$ cat config.mk
export PLATFORM = sky130hd
export DESIGN_NAME = mpsc_ctrl
export DESIGN_NICKNAME = d
export VERILOG_FILES = /design/src/hw/mpsc_pkg.sv /design/src/hw/mpsc_ctrl.sv /design/src/hw/mpsc_pulse_meter.sv /design/src/hw/mpsc_sync.sv
export SDC_FILE = /design/constraint.sdc
export NUM_CORES = 1
export LEC_CHECK = 0
export BUFFER_PORTS_ARGS = -buffer_cell sky130_fd_sc_hd__buf_2
export CORE_MARGIN = 2
export CORE_UTILIZATION = 65
export DETAILED_ROUTE_END_ITERATION = 16
export PLACE_DENSITY = 0.88
export SLEW_MARGIN = 25
export SYNTH_ARGS = -nofsm -noshare
export SYNTH_HDL_FRONTEND = slang
export SYNTH_SLANG_ARGS = --single-unit
$ cat constraint.sdc
create_clock -name mclk -period 6.7 [get_ports mclk]
set_clock_uncertainty 0.1 [all_clocks]
set_input_delay 0.335 -clock mclk [delete_from_list [all_inputs] [get_ports mclk]]
set_output_delay 0.335 -clock mclk [all_outputs]
set_load 0.02 [all_outputs]
$ cat src/hw/mpsc_pkg.sv
package mpsc_pkg;
	// timebase: 20 MHz clock, 1 ms tick
	localparam int unsigned CLK_HZ         = 20_000_000;
	localparam int unsigned TICK_US        = 1000;
	localparam int unsigned TICK_CYC       = (CLK_HZ / 1_000_000) * TICK_US;
	// times in ms
	localparam int unsigned ON_MIN_MS      = 500;
	localparam int unsigned ON_MAX_MS      = 1000;
	localparam int unsigned OFF_MIN_MS     = 3000;
	localparam int unsigned OFF_MAX_MS     = 5000;
	localparam int unsigned ATTACH_MS      = 12000;
	localparam int unsigned DETACH_EXTRA_MS = 500;
	localparam int unsigned RST_MAX_MS     = 1000;
	localparam int unsigned WAKE_PULSE_MS  = 1000;
	localparam int unsigned GLITCH_MS      = 10;
	localparam int unsigned MS_W           = 15;

	typedef enum logic [2:0] {
		MPSC_OFF     = 3'b000,
		MPSC_BOOT    = 3'b001,
		MPSC_RUN     = 3'b011,
		MPSC_DETACH  = 3'b010,
		MPSC_SLEEP   = 3'b111
	} mpsc_state_t;

	typedef struct packed {
		logic usb_dp_up;
		logic awake;
		logic host_wake;
		logic serial_en;
		logic startup_report;
	} mpsc_out_t;
endpackage

$ cat src/hw/mpsc_ctrl.sv
`timescale 1ns/1ps
// Function
// RULE1: low on toggle after supply starts boot
// RULE2: 0.5 to 1.0 s low turns on
// RULE3: usb d+ rises 12 s after on
// RULE4: 3 to 5 s low turns off
// RULE5: d+ drops 0.5 s after off window
// RULE6: toggle held low starts automatically
// RULE7: reset input low pulse resets module
// RULE8: after reset reboot, then startup report
// RULE9: reset low over 1 s powers off
// RULE10: sleep-permit high blocks sleep
// RULE11: open sleep-permit reads low
// RULE12: host holds permit high for serial
// RULE13: awake output high awake, low asleep
// RULE14: serial lines low during sleep
// RULE15: host wake only when needed
// RULE16: host wake pulse lasts one second
// RULE17: toggle input pulled up internally
// RULE18: pulse meaning follows power state
// RULE19: slow timebase, glitches filtered
module mpsc_ctrl #(
	parameter int unsigned TICK_CYCLES = mpsc_pkg::TICK_CYC,
	parameter int unsigned GLITCH      = mpsc_pkg::GLITCH_MS
) (
	input  wire logic            mclk,
	input  wire logic            resetn,
	input  wire logic            pwr_toggle_n,
	input  wire logic            pwr_toggle_driven,
	input  wire logic            hw_reset_in_n,
	input  wire logic            sleep_permit,
	input  wire logic            sleep_permit_driven,
	input  wire logic            idle_req,
	input  wire logic            wake_host_req,
	output mpsc_pkg::mpsc_out_t  outs
);
	import mpsc_pkg::*;

	mpsc_state_t      st_q;
	logic [31:0]      tdiv_q;
	logic             tick_q;
	logic [MS_W-1:0]  seq_q;
	logic [MS_W-1:0]  wake_q;
	logic             toggle_s;
	logic             rst_s;
	logic             permit_s;
	logic             toggle_raw;
	logic             permit_raw;
	logic [MS_W-1:0]  tog_ms;
	logic [MS_W-1:0]  rst_ms;
	logic             tog_low;
	logic             tog_rel;
	logic             rst_low;
	logic             rst_rel;
	logic             powered_q;
	mpsc_out_t        outs_q;
	logic [31:0]      wake_len_q;

	// undriven toggle reads high, undriven permit reads low
	assign toggle_raw = pwr_toggle_driven ? pwr_toggle_n : 1'b1; // RULE17
	assign permit_raw = sleep_permit_driven ? sleep_permit : 1'b0; // RULE11

	mpsc_sync #(.RST_VAL(1'b1)) u_sync_tog (
		.mclk   (mclk),
		.resetn (resetn),
		.din    (toggle_raw),
		.dout   (toggle_s)
	);
	mpsc_sync #(.RST_VAL(1'b1)) u_sync_rst (
		.mclk   (mclk),
		.resetn (resetn),
		.din    (hw_reset_in_n),
		.dout   (rst_s)
	);
	mpsc_sync #(.RST_VAL(1'b0)) u_sync_perm (
		.mclk   (mclk),
		.resetn (resetn),
		.din    (permit_raw),
		.dout   (permit_s)
	);

	// ms timebase
	always_ff @(posedge mclk) begin
		if (!resetn) begin
			tdiv_q <= '0;
			tick_q <= 1'b0;
		end else if (tdiv_q >= TICK_CYCLES - 1) begin // RULE19
			tdiv_q <= '0;
			tick_q <= 1'b1;
		end else begin
			tdiv_q <= tdiv_q + 32'h1;
			tick_q <= 1'b0;
		end
	end

	mpsc_pulse_meter #(.GLITCH(GLITCH)) u_meter_tog (
		.mclk     (mclk),
		.resetn   (resetn),
		.tick     (tick_q),
		.lvl_n    (toggle_s),
		.low_ms   (tog_ms),
		.is_low   (tog_low),
		.released (tog_rel)
	);
	mpsc_pulse_meter #(.GLITCH(GLITCH)) u_meter_rst (
		.mclk     (mclk),
		.resetn   (resetn),
		.tick     (tick_q),
		.lvl_n    (rst_s),
		.low_ms   (rst_ms),
		.is_low   (rst_low),
		.released (rst_rel)
	);

	// main power sequence
	always_ff @(posedge mclk) begin
		if (!resetn) begin
			st_q      <= MPSC_OFF;
			seq_q     <= '0;
			powered_q <= 1'b0;
		end else begin
			case (st_q)
				MPSC_OFF: begin
					seq_q <= '0;
					// on window pulse, or held low past window
					if (tog_rel && tog_ms >= MS_W'(ON_MIN_MS)
						&& tog_ms <= MS_W'(ON_MAX_MS)) begin // RULE1 RULE2 RULE18
						st_q <= MPSC_BOOT;
					end else if (tog_low && tog_ms > MS_W'(ON_MAX_MS)
						&& !powered_q) begin // RULE6
						st_q      <= MPSC_BOOT;
						powered_q <= 1'b1;
					end
					if (toggle_s) begin
						powered_q <= 1'b0;
					end
				end
				MPSC_BOOT: begin
					if (rst_low && rst_ms > MS_W'(RST_MAX_MS)) begin // RULE9
						st_q  <= MPSC_OFF;
						seq_q <= '0;
					end else if (tick_q) begin
						if (seq_q >= MS_W'(ATTACH_MS - 1)) begin // RULE3
							st_q  <= MPSC_RUN;
							seq_q <= '0;
						end else begin
							seq_q <= seq_q + 1'b1;
						end
					end
				end
				MPSC_RUN, MPSC_SLEEP: begin
					if (rst_low && rst_ms > MS_W'(RST_MAX_MS)) begin // RULE9
						st_q  <= MPSC_DETACH;
						seq_q <= '0;
					end else if (rst_rel) begin // RULE7 RULE8
						st_q  <= MPSC_BOOT;
						seq_q <= '0;
					end else if (tog_rel && tog_ms >= MS_W'(OFF_MIN_MS)
						&& tog_ms <= MS_W'(OFF_MAX_MS)) begin // RULE4 RULE18
						st_q  <= MPSC_DETACH;
						seq_q <= '0;
					end else if (st_q == MPSC_RUN && idle_req && !permit_s) begin // RULE10
						st_q <= MPSC_SLEEP;
					end else if (st_q == MPSC_SLEEP && (!idle_req || permit_s)) begin
						st_q <= MPSC_RUN;
					end
				end
				MPSC_DETACH: begin
					if (tick_q) begin
						if (seq_q >= MS_W'(DETACH_EXTRA_MS - 1)) begin // RULE5
							st_q  <= MPSC_OFF;
							seq_q <= '0;
							powered_q <= !toggle_s;
						end else begin
							seq_q <= seq_q + 1'b1;
						end
					end
				end
				default: begin
					st_q  <= MPSC_OFF;
					seq_q <= '0;
				end
			endcase
		end
	end

	// host wake pulse timer
	always_ff @(posedge mclk) begin
		if (!resetn) begin
			wake_q <= '0;
		end else if (st_q != MPSC_RUN && st_q != MPSC_SLEEP) begin
			wake_q <= '0;
		end else if (wake_q == '0 && wake_host_req) begin // RULE15
			wake_q <= MS_W'(WAKE_PULSE_MS);
		end else if (tick_q && wake_q != '0) begin // RULE16
			wake_q <= wake_q - 1'b1;
		end
	end

	// registered outputs
	always_ff @(posedge mclk) begin
		if (!resetn) begin
			outs_q <= '0;
		end else begin
			outs_q.usb_dp_up      <= (st_q == MPSC_RUN) || (st_q == MPSC_SLEEP)
				|| (st_q == MPSC_DETACH); // RULE3 RULE5
			outs_q.awake          <= (st_q == MPSC_RUN) || (st_q == MPSC_BOOT); // RULE13
			outs_q.host_wake      <= (wake_q != '0); // RULE16
			outs_q.serial_en      <= (st_q == MPSC_RUN) && permit_s; // RULE12 RULE14
			outs_q.startup_report <= (st_q == MPSC_BOOT) && tick_q
				&& (seq_q >= MS_W'(ATTACH_MS - 1)); // RULE8
		end
	end
	assign outs = outs_q;

	// helper: cycles the host wake pulse has stood
	always_ff @(posedge mclk) begin
		if (!resetn) begin
			wake_len_q <= '0;
		end else if (outs_q.host_wake) begin
			wake_len_q <= wake_len_q + 32'h1;
		end else begin
			wake_len_q <= '0;
		end
	end
endmodule // mpsc_ctrl

$ cat src/hw/mpsc_pulse_meter.sv
`timescale 1ns/1ps
// measures low time in ms ticks, deglitched; reports on release
module mpsc_pulse_meter
	import mpsc_pkg::*;
#(
	parameter int unsigned GLITCH = GLITCH_MS
) (
	input  wire logic            mclk,
	input  wire logic            resetn,
	input  wire logic            tick,
	input  wire logic            lvl_n,
	output logic [MS_W-1:0]      low_ms,
	output logic                 is_low,
	output logic                 released
);
	logic [MS_W-1:0] cnt_q;
	logic            lvl_q;

	always_ff @(posedge mclk) begin
		if (!resetn) begin
			lvl_q <= 1'b1;
		end else begin
			lvl_q <= lvl_n;
		end
	end

	always_ff @(posedge mclk) begin
		if (!resetn) begin
			cnt_q <= '0;
		end else if (lvl_n) begin
			cnt_q <= '0;
		end else if (tick && cnt_q != {MS_W{1'b1}}) begin
			cnt_q <= cnt_q + 1'b1;
		end
	end

	assign low_ms   = cnt_q;
	assign is_low   = !lvl_n && (cnt_q >= MS_W'(GLITCH));
	assign released = lvl_n && !lvl_q && (cnt_q >= MS_W'(GLITCH));
endmodule // mpsc_pulse_meter

$ cat src/hw/mpsc_sync.sv
`timescale 1ns/1ps
// three-stage synchroniser, change accepted when stages two and three agree
module mpsc_sync #(
	parameter logic RST_VAL = 1'b1
) (
	input  wire logic mclk,
	input  wire logic resetn,
	input  wire logic din,
	output logic      dout
);
	logic [2:0] sh_q;

	always_ff @(posedge mclk) begin
		if (!resetn) begin
			sh_q <= {3{RST_VAL}};
		end else begin
			sh_q <= {sh_q[1:0], din};
		end
	end

	always_ff @(posedge mclk) begin
		if (!resetn) begin
			dout <= RST_VAL;
		end else if (sh_q[1] == sh_q[2]) begin
			dout <= sh_q[2];
		end
	end
endmodule // mpsc_sync
==> results.toml <==
[final_layout]
regArea_um2 = 2322
drive_above_1_share = 0.1038
fillCellCount = 556
area_growth_pct = 15.74
final_nets = 630
antenna_cells = 0
multi_input_area_um2 = 2684

[synth]
synth_cells = 582
synth_edf_count = 0
yosysTopAreaCell = "dfxtp_1"
netlist_area_um2 = 5127
yosysMostFrequentCell = "dfxtp_1"
ys_ff_latch = 116
avgSynthCellArea_um2 = 8.810
synth-main-ff-cell = "dfxtp_1"
synth_commonest_cells = "116 x dfxtp_1, 82 x nor2_1, 45 x nand2_1"
synth_top_area_share = 0.4529
ys_warn_count = 0
yosysSeqAreaShare = 0.4529
synth.area.top_cells = "dfxtp_1 45%, nor2_1 6.0%, xor2_1 5.0%"
synthArstFlopShare = 0
ys_types = 60

[global_route]
grtUsageTotal = 0.2794
grt-ovfl-total = 0
grt_antenna_before_repair = 0
grt_max_degree = 40
grt_pass1_vias = 4333
grt_pass1_wl_um = 18980

[route]
drc = 0
detail_route.wl_per_cell_um = 15.46
drt_iter0_drc = 307
ant_nets = 0
wl_um = 11260
via_per_inst = 6.026
dr.pass1.iters = 5
vias = 4387

[min_path]
hold_path.class = "in2reg"
hp-start = "idle_req"

[flow_run]
cap_violations = 0

[timing]
rsz0062_at_grt = "no"
fmax_ghz = 0.3900
worst_slew_pin_slew_ps = 938.9
slew_viol_final = 0
finalCritPeriodShare = 0.3827
final.setup.tns_ps = 0
min_period_ps = 2564
setup_viol = 0
hold_viol = 0
slew_headroom = 0.3740

[worst_setup_path]
startpoint = "wake_q[6]$_SDFFE_PP0P_"
criticalPathCategory = "reg2reg"
reg2reg_from = "wake_q[6]$_SDFFE_PP0P_"
crit_path_start_kind = "flop"
critPathMaxFanout = 11
cp-end-kind = "flop"
worst_ep_arrival_time_ps = 2910
required_ps = 7040

[floorplan]
die-area_um2 = 8615
io_pins = 14
die_h_um = 92.82
start_util = 0.6670
num_rows = 32
die_w_um = 92.82
fp.coreArea_um2 = 7687

[cts]
cts_resized = 0
clock-sinks = 116
path_clk_slew_ps = 60
postCtsSetupBuffers = 0
clock_latency_ps = 510
holdBufCountCts = 5
cts_tree = "built"
cts-htree-levels = 4
cts_buffers = 17
cts_buffer_depth = 2
cts_root_buf = "clkbuf_8"

[power_and_ir_drop]
vdd_drop_max_mv = 0.1895
powerDensity_nw_per_um2 = 273.9
leakagePower_nw = 2.004
total_power_mw = 1.625

[place]
place_hpwl_um = 7174
place.gp.congestion = 0.9570
numPortBuffers = 13

[run_status]
status = "complete, no violations"
[logic make-up after synthesis]
| logic type | Yosys count | share of synthesized area |
|---|---|---|
| adders and majority gates | 8 | 0.01952 |
| xor gates and xnor gates | 49 | 0.08370 |
| DFF | 116 | 0.4529 |
| and+or+nand+nor | 267 | 0.2604 |
| AOI/OAI and AO/OA | 97 | 0.1452 |
| buffers and inverters | 43 | 0.03538 |
| muxes | 1 | 0.002196 |
| other | 1 | 0.0007314 |
[critical path: stages (launching register included)]
cell and delay (ps):
dfxtp_1 340, nor4_1 560, nor4b_2 490, a21oi_1 400, nand3_1 180, mux2_2 350, nor2_1 90
[flip-flops by register name, indices dropped and copies added, names as in the netlist]
| register | cells |
|---|---|
| outs | 5 |
| powered_q | 1 |
| tick_q | 1 |
| u_meter_rst.low_ms | 15 |
| st_q | 3 |
| u_sync_perm.dout | 1 |
| u_meter_tog.lvl_q | 1 |
| tdiv_q | 32 |
| u_meter_tog.low_ms | 15 |
| u_sync_rst.dout | 1 |
| u_meter_rst.lvl_q | 1 |
| wake_q | 15 |
| u_sync_perm.sh_q | 3 |
| seq_q | 15 |
| u_sync_tog.dout | 1 |
| u_sync_tog.sh_q | 3 |
| u_sync_rst.sh_q | 3 |
[worst paths after layout]
| check | to | slack, ps | cells past startpoint |
|---|---|---|---|
| worst max register to register | wake_q[5]$_SDFFE_PP0P_ | 4140 | 6 |
| worst max-delay path | wake_q[5]$_SDFFE_PP0P_ | 4140 | 6 |
| worst min register to register | u_sync_rst.sh_q[1]$_SDFF_PN1_ | 320 | 1 |
| worst min-delay path | st_q[2]$_SDFFE_PN0P_ | 40 | 3 |
[cell usage in the layout (no fill, tap or decap), types with 10 or more instances in the layout]
master and n:
nor2_1 82, conb_1 17, inv_1 19, nand3_1 32, buf_2 13, a211oi_1 10, a21oi_1 21, nor4_1 10
nand4_1 17, xnor2_1 20, or3_1 13, nand2_1 45, and2_1 11, xor2_1 29, nor3_1 18, dfxtp_1 116
clkbuf_16 16, nand2b_1 11
[where the power goes]
part           switching (mW)  internal, mW  total, mW
clock                   0.318         0.588      0.906
combinational          0.0116       0.00684     0.0184
sequential            0.00335         0.698      0.701
total                   0.333          1.29       1.63
[per-stage QoR]
stage	hold WS [ps]	cells	utilization	worst slack [ps]	cell area, µm²
floorplan	286.3	598	-	4620	5187
global placement	302.1	691	0.6875	4335	5285
detailed placement	298.1	691	0.6875	4193	5285
CTS	35.48	728	0.7720	4156	5934
global route	38.15	728	0.7720	3910	5934
finish	44.33	728	0.7720	4136	5934
[per-layer routing]
layer,GRT usage,up-vias,part of all wire
li1,-,2114,-
met5,0,-,0
met4,0.1446,0,0.029
met1,0.3109,2109,0.41
met3,0.07567,35,0.047
met2,0.4867,129,0.51
[cell type report]
cell class / instances / area share
Timing Repair Buffer: 20 / 0.02193
Sequential cell: 116 / 0.3913
Inverter: 19 / 0.01202
Tap cell: 102 / 0.02151
Multi-Input combinational cell: 439 / 0.4522
Clock buffer: 21 / 0.07569
Clock inverter: 11 / 0.02530
Power figures use the tool's default switching activity.
